[src/mode_supply_pkg.sv]
// Constants for the mode and supply control register pair.
// Assumes a 20 MHz clk and a 16-bit LSB-first serial frame.
`default_nettype none
package mode_supply_pkg;
    // Clock rate and serial frame layout
    localparam int CLK_MHZ = 20;
    localparam int FRAME_BITS = 16;
    localparam int ADDR_BITS = 7;
    localparam int ACCESS_BIT = 7;
    localparam logic [4:0] DATA_START = 5'h08;
    localparam logic [4:0] FRAME_LEN = 5'h10;
    localparam logic [4:0] FRAME_OVER = 5'h11;
    // Register addresses
    localparam logic [6:0] ADDR_MODE_SUPPLY = 7'h01;
    localparam logic [6:0] ADDR_HW_CONFIG = 7'h02;
    // Mode/supply field positions
    localparam int MODE_HI = 7;
    localparam int MODE_LO = 6;
    localparam int THIRD_EN_BIT = 5;
    localparam int SECOND_HI = 4;
    localparam int SECOND_LO = 3;
    localparam int OV_RESTART_BIT = 2;
    localparam int THRESH_HI = 1;
    localparam int THRESH_LO = 0;
    // Hardware-config field positions
    localparam int VOLT_SEL_BIT = 7;
    localparam int RO_SUPPRESS_BIT = 6;
    localparam int SW_FAIL_BIT = 5;
    localparam int KEEP_UV_BIT = 4;
    localparam int LOAD_SHARE_BIT = 3;
    localparam int LS_STOP_BIT = 1;
    localparam int WD_COUNT_BIT = 0;
    // Values after reset and keep masks (1 = bit unchanged)
    localparam logic [7:0] MSC_POR = 8'h00;
    localparam logic [7:0] MSC_RESTART_KEEP = 8'h23;
    localparam logic [7:0] HWC_POR = 8'h00;
    localparam logic [7:0] HWC_SOFT_KEEP = 8'hc9;
    localparam logic [7:0] HWC_RESTART_KEEP = 8'hd9;
    localparam logic [7:0] HWC_WRITE_MASK = 8'hfb;
    localparam logic [7:0] SECOND_CLEAR = 8'he7;
    // Reset output low time during a soft reset
    localparam int RO_LOW_US = 10;
    localparam int RO_LOW_CYCLES = RO_LOW_US * CLK_MHZ;
    localparam int RO_CNT_W = 8;
    // Operating mode codes
    typedef enum logic [1:0] {
        MODE_NORMAL = 2'b00,
        MODE_SLEEP = 2'b01,
        MODE_STOP = 2'b10,
        MODE_SOFT_RESET = 2'b11
    } mode_code_t;
endpackage
`default_nettype wire

[src/spi_frame_if.sv]
// Carrier between the register file and its serial shifter.
// Pins are sampled on clk; frame_done is a one-cycle pulse.
`default_nettype none
interface spi_frame_if;
    logic sclk;
    logic csn;
    logic sdi;
    logic sdo;
    logic sdo_oe;
    logic [7:0] status_byte;
    logic [7:0] read_data;
    logic [6:0] frame_addr, in_addr;
    logic frame_write;
    logic [7:0] frame_data;
    logic frame_done;
    modport shifter (
        input sclk, csn, sdi, status_byte, read_data,
        output sdo, sdo_oe, frame_addr, frame_write, frame_data,
        output frame_done, in_addr
    );
    modport regs (
        output sclk, csn, sdi, status_byte, read_data,
        input sdo, sdo_oe, frame_addr, frame_write, frame_data,
        input frame_done, in_addr
    );
endinterface
`default_nettype wire

[src/mode_supply_control_regs.sv]
// Mode/supply and hardware-config control registers with the
// serial frame port that reaches them.
// Assumes the mode state machine, watchdog, regulators and status
// registers live outside and meet this block through plain ports.
//
// Notes on behaviour
// - Mode bits 7:6: 00 normal, 01 sleep, 10 stop, 11 soft reset.
// - A sleep request written while in stop mode is ignored.
// - Entering restart sets the mode bits back to normal.
// - Restart entry and overtemperature clear the second regulator bits.
// - Bit 5 switches the third regulator off or on independently.
// - Second regulator: off, normal, normal+stop, always but fail-safe.
// - Overvoltage always flags; bit 2 also requests restart/fail-safe.
// - Bits 1:0 choose one of four main reset thresholds.
// - Serial output during a write shows the old register value.
// - Config bit 7 picks third regulator voltage: main or fixed.
// - Config bit 6 suppresses reset output low during soft reset.
// - Config bit 5 drives failure outputs by software.
// - Clearing bit 5 keeps failure-driven outputs until status clears.
// - Restart entry clears software failure bit and its outputs.
// - Config bit 4 keeps third regulator on at supply undervoltage.
// - Config bit 3 selects load sharing with the main regulator.
// - Config bit 1 allows load sharing during stop mode.
// - Config bit 0 trips on first, not second, watchdog failure.
// - Soft reset keeps config bits marked x in xx00 x00x.
// - Mode register: zero at reset, restart pattern 00x0 00xx.
// - Config register restart pattern xx0x x00x.
// - Config bit 2 is reserved and reads zero.
// - Frame: 7-bit address, access bit 7 (1 write), data byte.
`default_nettype none
module mode_supply_control_regs
    import mode_supply_pkg::*;
#(
    parameter int RESET_LOW_CYCLES = RO_LOW_CYCLES
)
(
    // Clock and reset
    input wire logic clk,
    input wire logic srst,
    // Serial port pins
    input wire logic sclk,
    input wire logic csn,
    input wire logic sdi,
    output logic sdo,
    output logic sdo_oe,
    // Global status byte sent first in every frame
    input wire logic [7:0] status_byte,
    // Device state from the mode state machine
    input wire logic in_normal_mode,
    input wire logic in_stop_mode,
    input wire logic in_failsafe_mode,
    input wire logic restart_entry,
    // Monitor events and levels
    input wire logic overtemp_event,
    input wire logic supply_undervoltage,
    input wire logic main_overvoltage_detect,
    input wire logic failure_status,
    // Mode requests toward the state machine
    output logic [1:0] mode_request,
    output logic mode_write_strobe,
    output logic soft_reset_pulse,
    output logic reset_output_pin_low,
    // Regulator controls
    output logic second_regulator_on,
    output logic third_regulator_on,
    output logic third_regulator_voltage_select,
    output logic third_regulator_load_share,
    output logic [1:0] reset_threshold_select,
    // Overvoltage, failure and watchdog controls
    output logic main_overvoltage_flag,
    output logic overvoltage_restart_request,
    output logic failure_outputs,
    output logic watchdog_first_failure_trip
);
    localparam logic [RO_CNT_W-1:0] RO_LOAD =
        RO_CNT_W'(RESET_LOW_CYCLES);

    spi_frame_if frame ();

    logic [7:0] mode_supply_control_reg;
    logic [7:0] mode_supply_control_next;
    logic [7:0] hardware_config_control_reg;
    logic [7:0] hardware_config_control_next;
    logic [RO_CNT_W-1:0] ro_count_reg;
    logic wr_msc, wr_hwc, soft_reset;
    logic [1:0] wr_mode;
    logic [1:0] kept_mode;

    // Read-back of a register by address; unmapped reads give zero
    function automatic logic [7:0] reg_read(
        input logic [6:0] addr,
        input logic [7:0] msc,
        input logic [7:0] hwc
    );
        logic [7:0] value;
        value = 8'h00;
        if (addr == ADDR_MODE_SUPPLY) begin
            value = msc;
        end else if (addr == ADDR_HW_CONFIG) begin
            value = hwc & HWC_WRITE_MASK;
        end
        return value;
    endfunction

    // Pins into the shifter
    assign frame.sclk = sclk;
    assign frame.csn = csn;
    assign frame.sdi = sdi;
    assign frame.status_byte = status_byte;
    assign sdo = frame.sdo;
    assign sdo_oe = frame.sdo_oe;

    // Writes land only at frame end, so this is the old value
    // for the whole frame, including a write to the same address
    assign frame.read_data = reg_read(
        frame.in_addr, mode_supply_control_reg,
        hardware_config_control_reg);

    spi_frame_shifter shifter (
        .clk (clk),
        .srst (srst),
        .bus (frame.shifter)
    );

    // Committed writes, decoded from a complete frame only
    assign wr_msc = frame.frame_done && frame.frame_write
        && frame.frame_addr == ADDR_MODE_SUPPLY;
    assign wr_hwc = frame.frame_done && frame.frame_write
        && frame.frame_addr == ADDR_HW_CONFIG;
    assign wr_mode = frame.frame_data[MODE_HI:MODE_LO];
    assign soft_reset = wr_msc
        && wr_mode == MODE_SOFT_RESET;

    // Stop to sleep is refused; the rest of the write still lands
    always_comb begin
        kept_mode = wr_mode;
        if (in_stop_mode && wr_mode == MODE_SLEEP) begin
            kept_mode = mode_supply_control_reg[MODE_HI:MODE_LO];
        end
    end

    // Next mode/supply value: write first, then hardware changes win
    always_comb begin
        mode_supply_control_next = mode_supply_control_reg;
        if (soft_reset) begin
            mode_supply_control_next = MSC_POR;
        end else if (wr_msc) begin
            mode_supply_control_next = {kept_mode,
                frame.frame_data[THIRD_EN_BIT:THRESH_LO]};
        end
        if (restart_entry) begin
            // Mode returns to normal, second regulator to off
            mode_supply_control_next = mode_supply_control_next
                & MSC_RESTART_KEEP;
        end
        if (overtemp_event) begin
            mode_supply_control_next = mode_supply_control_next
                & SECOND_CLEAR;
        end
    end

    always_ff @(posedge clk) begin
        if (srst) begin
            mode_supply_control_reg <= MSC_POR;
        end else begin
            mode_supply_control_reg <= mode_supply_control_next;
        end
    end

    // Next hardware-config value; reserved bit forced to zero
    always_comb begin
        hardware_config_control_next = hardware_config_control_reg;
        if (soft_reset) begin
            hardware_config_control_next = hardware_config_control_reg
                & HWC_SOFT_KEEP;
        end else if (wr_hwc) begin
            // Host writes zero to reserved bits; mask guards anyway
            hardware_config_control_next = frame.frame_data
                & HWC_WRITE_MASK;
        end
        if (restart_entry) begin
            // Also drops the software failure-output request
            hardware_config_control_next = hardware_config_control_next
                & HWC_RESTART_KEEP;
        end
    end

    always_ff @(posedge clk) begin
        if (srst) begin
            hardware_config_control_reg <= HWC_POR;
        end else begin
            hardware_config_control_reg <= hardware_config_control_next;
        end
    end

    // Mode request toward the state machine
    always_ff @(posedge clk) begin
        if (srst) begin
            mode_request <= MODE_NORMAL;
            mode_write_strobe <= 1'b0;
            soft_reset_pulse <= 1'b0;
        end else begin
            mode_request <=
                mode_supply_control_next[MODE_HI:MODE_LO];
            mode_write_strobe <= wr_msc && !soft_reset;
            soft_reset_pulse <= soft_reset;
        end
    end

    // Reset output low window; the old suppress bit decides since
    // the soft reset itself keeps that bit anyway
    always_ff @(posedge clk) begin
        if (srst) begin
            ro_count_reg <= '0;
        end else if (soft_reset
                && !hardware_config_control_reg[RO_SUPPRESS_BIT]) begin
            ro_count_reg <= RO_LOAD;
        end else if (ro_count_reg != '0) begin
            ro_count_reg <= ro_count_reg - RO_CNT_W'(1);
        end
    end

    always_ff @(posedge clk) begin
        if (srst) begin
            reset_output_pin_low <= 1'b0;
        end else begin
            reset_output_pin_low <= ro_count_reg != '0;
        end
    end

    // Second regulator policy against the present device mode
    always_ff @(posedge clk) begin
        if (srst) begin
            second_regulator_on <= 1'b0;
        end else begin
            unique case (mode_supply_control_reg[SECOND_HI:SECOND_LO])
                2'b00: second_regulator_on <= 1'b0;
                2'b01: second_regulator_on <= in_normal_mode;
                2'b10: second_regulator_on <=
                    in_normal_mode || in_stop_mode;
                2'b11: second_regulator_on <= !in_failsafe_mode;
            endcase
        end
    end

    // Third regulator: enable, undervoltage cut-off, stop-mode
    // load sharing; high-power operation is not seen by this block
    always_ff @(posedge clk) begin
        if (srst) begin
            third_regulator_on <= 1'b0;
            third_regulator_voltage_select <= 1'b0;
            third_regulator_load_share <= 1'b0;
        end else begin
            third_regulator_on <=
                mode_supply_control_reg[THIRD_EN_BIT]
                && (hardware_config_control_reg[KEEP_UV_BIT]
                    || !supply_undervoltage)
                && !(hardware_config_control_reg[LOAD_SHARE_BIT]
                    && in_stop_mode
                    && !hardware_config_control_reg[LS_STOP_BIT]);
            third_regulator_voltage_select <=
                hardware_config_control_reg[VOLT_SEL_BIT];
            third_regulator_load_share <=
                hardware_config_control_reg[LOAD_SHARE_BIT];
        end
    end

    // Threshold and overvoltage reaction
    always_ff @(posedge clk) begin
        if (srst) begin
            reset_threshold_select <= 2'b00;
            main_overvoltage_flag <= 1'b0;
            overvoltage_restart_request <= 1'b0;
        end else begin
            reset_threshold_select <=
                mode_supply_control_reg[THRESH_HI:THRESH_LO];
            main_overvoltage_flag <= main_overvoltage_detect;
            overvoltage_restart_request <= main_overvoltage_detect
                && mode_supply_control_reg[OV_RESTART_BIT];
        end
    end

    // Failure outputs: software request or latched failure status
    always_ff @(posedge clk) begin
        if (srst) begin
            failure_outputs <= 1'b0;
            watchdog_first_failure_trip <= 1'b0;
        end else begin
            failure_outputs <=
                hardware_config_control_next[SW_FAIL_BIT]
                || failure_status;
            watchdog_first_failure_trip <=
                hardware_config_control_reg[WD_COUNT_BIT];
        end
    end
endmodule
`default_nettype wire

[src/spi_frame_shifter.sv]
// Serial shifter: sdi taken on falling sclk, sdo moved on rising.
// Assumes sclk, csn and sdi are already synchronous to clk.
`default_nettype none
module spi_frame_shifter
    import mode_supply_pkg::*;
(
    // Clock and reset
    input wire logic clk,
    input wire logic srst,
    // Register side
    spi_frame_if.shifter bus
);
    logic sclk_prev;
    logic csn_prev;
    logic [FRAME_BITS-1:0] in_reg;
    logic [4:0] count_reg;
    logic [7:0] out_reg;
    logic sclk_rise, sclk_fall, csn_fall, csn_rise;

    // Edge detection on the sampled pins
    assign sclk_rise = bus.sclk && !sclk_prev && !bus.csn;
    assign sclk_fall = !bus.sclk && sclk_prev && !bus.csn;
    assign csn_fall = !bus.csn && csn_prev;
    assign csn_rise = bus.csn && !csn_prev;

    always_ff @(posedge clk) begin
        if (srst) begin
            sclk_prev <= 1'b0;
            csn_prev <= 1'b1;
        end else begin
            sclk_prev <= bus.sclk;
            csn_prev <= bus.csn;
        end
    end

    // Input shift, LSB first; bit count saturates past a full frame
    always_ff @(posedge clk) begin
        if (srst) begin
            in_reg <= '0;
            count_reg <= 5'h00;
        end else if (csn_fall) begin
            count_reg <= 5'h00;
        end else if (sclk_fall && count_reg != FRAME_OVER) begin
            in_reg <= {bus.sdi, in_reg[FRAME_BITS-1:1]};
            count_reg <= count_reg + 5'h01;
        end
    end

    // Output byte: status first, then the addressed register
    always_ff @(posedge clk) begin
        if (srst) begin
            out_reg <= 8'h00;
            bus.sdo <= 1'b0;
        end else if (csn_fall) begin
            out_reg <= bus.status_byte;
            bus.sdo <= bus.status_byte[0];
        end else if (sclk_fall && count_reg == DATA_START - 5'h01) begin
            out_reg <= bus.read_data;
        end else if (sclk_rise && count_reg != 5'h00
                && count_reg < FRAME_LEN) begin
            bus.sdo <= out_reg[count_reg[2:0]];
        end
    end

    // Frame fields, held until the next full frame ends; frame_done one cycle
    always_ff @(posedge clk) begin
        if (srst) begin
            bus.frame_done <= 1'b0;
            bus.frame_addr <= 7'h00;
            bus.frame_write <= 1'b0;
            bus.frame_data <= 8'h00;
            bus.sdo_oe <= 1'b0;
        end else begin
            bus.sdo_oe <= !bus.csn;
            bus.frame_done <= csn_rise && count_reg == FRAME_LEN;
            if (csn_rise && count_reg == FRAME_LEN) begin
                bus.frame_addr <= in_reg[ADDR_BITS-1:0];
                bus.frame_write <= in_reg[ACCESS_BIT];
                bus.frame_data <= in_reg[FRAME_BITS-1:8];
            end
        end
    end

    // Address in flight, whole after seven bits
    assign bus.in_addr = in_reg[FRAME_BITS-1:9];
endmodule
`default_nettype wire

[config.mk]
export PLATFORM = sky130hd
export DESIGN_NAME = mode_supply_control_regs
export DESIGN_NICKNAME = d
export VERILOG_FILES = /design/src/mode_supply_pkg.sv /design/src/spi_frame_if.sv /design/src/mode_supply_control_regs.sv /design/src/spi_frame_shifter.sv
export SDC_FILE = /design/constraint.sdc
export NUM_CORES = 1
export LEC_CHECK = 0
export BUFFER_PORTS_ARGS = -buffer_cell sky130_fd_sc_hd__buf_2
export CAP_MARGIN = 10
export CORE_UTILIZATION = 38
export CTS_BUF_LIST = sky130_fd_sc_hd__clkbuf_8
export CTS_CLUSTER_DIAMETER = 60
export DETAILED_ROUTE_END_ITERATION = 10
export SLEW_MARGIN = 10
export SYNTH_ARGS = -nofsm -noshare
export SYNTH_HDL_FRONTEND = slang
export SYNTH_SLANG_ARGS = --single-unit
export TNS_END_PERCENT = 20
[constraint.sdc]
create_clock -name clk -period 2.7 [get_ports clk]
set_clock_uncertainty 0.15 [all_clocks]
set_input_delay 0.27 -clock clk [delete_from_list [all_inputs] [get_ports clk]]
set_output_delay 0.27 -clock clk [all_outputs]
set_load 0.01 [all_outputs]
# Yosys cells after proc, flatten, opt, wreduce, memory -nomap -nowiden
# Index checks and enable logic that the tools add are counted.
[totals]
regBits = 88
in_bits = 21
wordCells = 115
[classes]
addsub = 2
n_lt_le_gt_ge = 2
eq_ne = 13
muxes = 19
n_bitwise = 1
n_reduce_logical = 48
[ops]
columns = ["operator", "n"]
rows = [
  ["$mux W8", 11],
  ["$logic_and A1 B1 Y1", 23],
  ["$eq A7 B1 Y1 const B", 2],
  ["$eq A7 B2 Y1 const B", 2],
  ["$logic_not A1 Y1", 10],
  ["$reduce_bool A8 Y1", 1],
  ["$sub A8 B1 Y8 const B", 1],
  ["$eq A2 B2 Y1 const B", 3],
  ["$mux W6", 1],
  ["$reduce_bool A2 Y1", 3],
  ["$add A5 B1 Y5 const B", 1],
  ["$eq A5 B3 Y1 const B", 1],
  ["$eq A5 B5 Y1 const B", 1],
  ["$lt A5 B5 Y1 const B", 1],
  ["$ne A5 B5 Y1 const B", 1],
  ["$reduce_bool A5 Y1", 1],
  ["$eq A2 B1 Y1 const B", 2],
  ["$lt A3 B4 Y1 const B", 1],
  ["$mux W1", 4],
  ["$pmux W1 S4", 1],
  ["$reduce_and A2 Y1", 2],
  ["$reduce_or A2 Y1", 2],
  ["$reduce_or A4 Y1", 1],
  ["$bmux W1 S3", 1],
  ["other kinds (6)", 8],
]

# Logic depth before layout (Yosys ltp)
[depth]
ltp_word = 8
ltp_mapped = 8

# Hierarchy
# Synthesis repeated with hierarchy kept, for this count alone.
[unflattened]
cells_unflattened = 360
area_unflattened_um2 = 3621.0
[by_module_without_submodules]
columns = ["mod", "n_inst", "cells_each", "area_each_um2", "seq_area_each_um2"]
rows = [
  ["spi_frame_shifter", 1, 201, 2074.5, 1001.0],
  ["mode_supply_control_regs", 1, 159, 1546.5, 720.7],
]

# Least setup slack after synthesis
# Ideal clock, no wire load.
[synth_timing]
kind = "register to register"
start = "register shifter.count_reg[1]"
end = "register shifter.out_reg[2]"
setup_ns = 0.091
arrival_time_ns = 1.681
required_time_ns = 2.459
path_slack_ns = 0.778
path_stages_with_launch = 6
path_buffers = 0
path_cell_list = "dfxtp_1 -> ha_1 -> and4bb_2 -> nand2_1 -> or4_1 -> a311oi_1"
[synth_between]
elab_chain_cells = 3
[synth_rtl]
columns = ["element", "line_no", "source"]
rows = [
  ["start, declared", "spi_frame_shifter.sv:16", "logic [4:0] count_reg;"],
  ["start signal, assigned", "spi_frame_shifter.sv:45", "count_reg <= count_reg + 5'h01;"],
  ["$eq A5 B3 Y1", "spi_frame_shifter.sv:57", "end else if (sclk_fall && count_reg == DATA_START - 5'h01) begin"],
  ["$logic_and A1 B1 Y1", "spi_frame_shifter.sv:57", ""],
  ["$reduce_bool A2 Y1 (no line)", "n/a", ""],
  ["end signal, assigned", "spi_frame_shifter.sv:55", "out_reg <= bus.status_byte;"],
  ["end signal, assigned", "spi_frame_shifter.sv:58", "out_reg <= bus.read_data;"],
  ["end, declared", "spi_frame_shifter.sv:17", "logic [7:0] out_reg;"],
]
# No other way between the ends.
# A chain may end at the register's enable or synchronous reset.

# Worst setup path after layout
[layout_timing]
start = "register shifter.bus.frame_write"
end = "register ro_count_reg[4]"
[layout_between]
elab_chain_cells = 5
[layout_rtl]
columns = ["element", "line_no", "source"]
rows = [
  ["start, declared", "spi_frame_if.sv:18", "output sdo, sdo_oe, frame_addr, frame_write, frame_data,"],
  ["start signal, assigned", "spi_frame_shifter.sv:78", "bus.frame_write <= in_reg[ACCESS_BIT];"],
  ["$logic_and A1 B1 Y1", "mode_supply_control_regs.sv:126", "assign wr_msc = frame.frame_done && frame.frame_write"],
  ["$logic_and A1 B1 Y1", "mode_supply_control_regs.sv:127", "&& frame.frame_addr == ADDR_MODE_SUPPLY;"],
  ["$logic_and A1 B1 Y1", "mode_supply_control_regs.sv:132", "&& wr_mode == MODE_SOFT_RESET;"],
  ["$logic_and A1 B1 Y1", "mode_supply_control_regs.sv:216", "&& !hardware_config_control_reg[RO_SUPPRESS_BIT]) begin"],
  ["$reduce_or A2 Y1 (no line)", "n/a", ""],
  ["end signal, assigned", "mode_supply_control_regs.sv:219", "ro_count_reg <= ro_count_reg - RO_CNT_W'(1);"],
  ["end, declared", "mode_supply_control_regs.sv:84", "logic [RO_CNT_W-1:0] ro_count_reg;"],
]
# No other way between the ends.

==> impl_metrics.env <==
export IMPL_cts_tree="built"
export IMPL_end_kind="register"
export IMPL_timing_final_crit_share_pct=80.1
export IMPL_post_route_worst_setup_slack_ps=538
export IMPL_place_congestion=0.787
export IMPL_drv_slew=0
export IMPL_hold_ws_ps=14.5
export IMPL_critPathLaunchType="register"
export IMPL_drtIter0Drc=117
export IMPL_core_area_um2=8810
export IMPL_cp_max_fo=6
export IMPL_fill_cells=867
export IMPL_p_leak_nw=1.59
export IMPL_wire_per_inst_um=13.8
export IMPL_nets=418
export IMPL_vdd_drop_max_v=0.000275
export IMPL_reg2reg_depth=4
export IMPL_yosys_area_top_type_share_pct=49.2
export IMPL_fin_cells=505
export IMPL_fmax_ghz=0.463
export IMPL_wl_um=6960
export IMPL_min_delay_start="failure_status"
export IMPL_postRouteAntennaNets=0
export IMPL_arrival_ps=2260
export IMPL_cts_root_to_sink_buffers=2
export IMPL_synth_top_cells_by_area="dfxtp_1, mux2i_1, nor2_1"
export IMPL_largest_reg_flops=16
export IMPL_grt_pass1_wl_um=11700
export IMPL_grt_overflow=0
export IMPL_vias=2570
export IMPL_fin_setup_tns_ps=0
export IMPL_r2r_end="ro_count_reg[4]"
export IMPL_min_path_type="in -> reg"
export IMPL_drive_gt1_share_pct=17.9
export IMPL_p_per_area_nw_per_um2=679
export IMPL_r2r_start="shifter.bus.frame_write"
export IMPL_period_minus_slack_ps=2160
export IMPL_rrSetupSlack_ps=540
export IMPL_cts_sinks=86
export IMPL_postLayoutCellArea_um2=4010
export IMPL_cts_resized=0
export IMPL_viasPerCell=5.09
export IMPL_io_buffers=37
export IMPL_power_total_mw=2.72
export IMPL_syn_area_um2=3500
export IMPL_avgSynthCellArea_um2=9.89
export IMPL_initial_core_util_pct=39.8
export IMPL_boundaryPins=38
export IMPL_mappedNetlistNets=380
export IMPL_cts_buffers=9
export IMPL_place_ws_ps=588
export IMPL_n_antenna_cell=0
export IMPL_cp_required_ps=2800
export IMPL_drt_pass1_iterations=7
export IMPL_multi_input_area_um2=1660
export IMPL_hpwl_um=5020
export IMPL_synth_distinct_cells=53
export IMPL_violations="design-rule violations"
export IMPL_finalHoldViolations=0
export IMPL_worstSetupPathType="reg -> reg"
export IMPL_grt_pass1_vias=2379
export IMPL_clkSlewWorstSetupHoldPaths_ps=90
export IMPL_register_area_um2=1720
export IMPL_placed_area_um2=3780
export IMPL_cts_setup_buffers=0
export IMPL_worst_skew_pair_late_latency_ps=350
export IMPL_die_area_um2=9600
export IMPL_ys_ff_latch=86
export IMPL_grt_max_degree=50
export IMPL_drcViolationCount=4
export IMPL_seq_area_frac_synth_pct=49.2
export IMPL_dp_cells=487
export IMPL_setup_viol=0
export IMPL_whs_path_depth=3
export IMPL_utilization_pct=45.6
export IMPL_synth_top_area_cell="dfxtp_1"
export IMPL_track_usage_pct=15.5
export IMPL_syn2layout_area_growth_pct=14.7
export IMPL_tightest_slew_ps=599
export IMPL_die_h_um=98.0
export IMPL_syn_inst=354
export IMPL_status="finished, violations left"
export IMPL_relSlewSlack_pct=59.5
export IMPL_antenna_found_initial=0
export IMPL_hold_end="failure_outputs"
export IMPL_maxCapViolCount=0
export IMPL_htree_levels=3
export IMPL_rsz0062_at_grt="false"
export IMPL_yosys_warnings=0
export IMPL_num_rows=34
export IMPL_die_w_um=98.0
export IMPL_root_buffer="clkbuf_8"
[layout make-up]
class,instances,share of cell area [%]
clock buffers,11,3.77
clock inverters,5,1.43
inverters,7,0.655
multi-input cells,241,41.3
flip-flops and latches,86,42.9
well taps,108,3.37
repair buffers,47,6.61
[kinds of logic after synthesis]
logic type | count (synthesis) | share of synthesized area [%]
xor gates and xnor gates | 7 | 1.75
and+or+nand+nor | 142 | 21.2
adders and majority gates | 5 | 1.79
buffers and inverters | 27 | 3.50
AOI/OAI and AO/OA | 42 | 9.01
DFF | 86 | 49.2
muxes | 45 | 13.6
[power by group]
part           internal [mW]  total (mW)  switching [mW]
clock network          0.478       0.929           0.451
registers               1.34        1.39          0.0489
logic                  0.196       0.409           0.213
[routing by layer]
metal  vias up  GRT usage, %  wire length, um
met5         -             0                0
met4         0          5.24               48
met2        33          25.1             3250
met1      1214          19.8             3380
li1       1317             -                -
met3         6          4.37              288
[cells in the mapped netlist, drive strengths merged]
cell type   n
or3         3
and2b       1
o21ai       4
or4b        2
a311oi      3
nand3       5
nor3       18
a21o        1
o31a        1
o221ai      1
nand2b      5
a22o        7
o21a        1
and3b       2
o22ai       1
clkbuf     12
inv         7
and3        4
nand2      13
or3b        1
xnor2       3
nor4        2
mux2i      43
nor2b      13
dfxtp      86
nor3b       2
a21oi      12
ha          5
nor2       60
or4         3
a221oi      7
xor2        4
a2bb2oi     1
and4bb      1
a2111oi     1
buf         8
nand4       2
a31oi       2
nor4bb      1
nor4b       1
and2        2
mux4        2
nand4b      1
[worst max path at each step]
stage	slack, ps	endpoint	depth (start not counted)	startpoint
after floorplan	780	shifter.out_reg[2]	5	shifter.count_reg[1]
after global placement	640	ro_count_reg[4]	4	shifter.bus.frame_write
after detailed placement	590	ro_count_reg[5]	4	shifter.bus.frame_write
after CTS	590	ro_count_reg[5]	4	shifter.bus.frame_write
after global routing	380	ro_count_reg[4]	4	shifter.bus.frame_write
final	540	ro_count_reg[4]	4	shifter.bus.frame_write
[cell usage in the layout, fill, tap and decap left out, types with 7 or more instances in the layout]
master and n:
a21oi_1 12, a221oi_1 7, a22o_1 7, buf_2 37, buf_4 8, clkbuf_8 11, dfxtp_1 86, inv_1 7
mux2i_1 43, nand2_1 13, nor2_1 60, nor2b_1 13, nor3_1 16
[critical path, stage by stage (launching register included)]
cell and delay, ps:
dfxtp_1 330, nor4bb_1 550, nand3_1 330, or3_1 500
and3_1 200
[timing repair]
action / 4_1_cts / 5_1_grt
hold endpoints to repair: 3 / 0
endpoints found under the setup margin: 0 / 0
hold buffers: 2 / 0
Note: power is estimated with default switching activity, not from simulation.
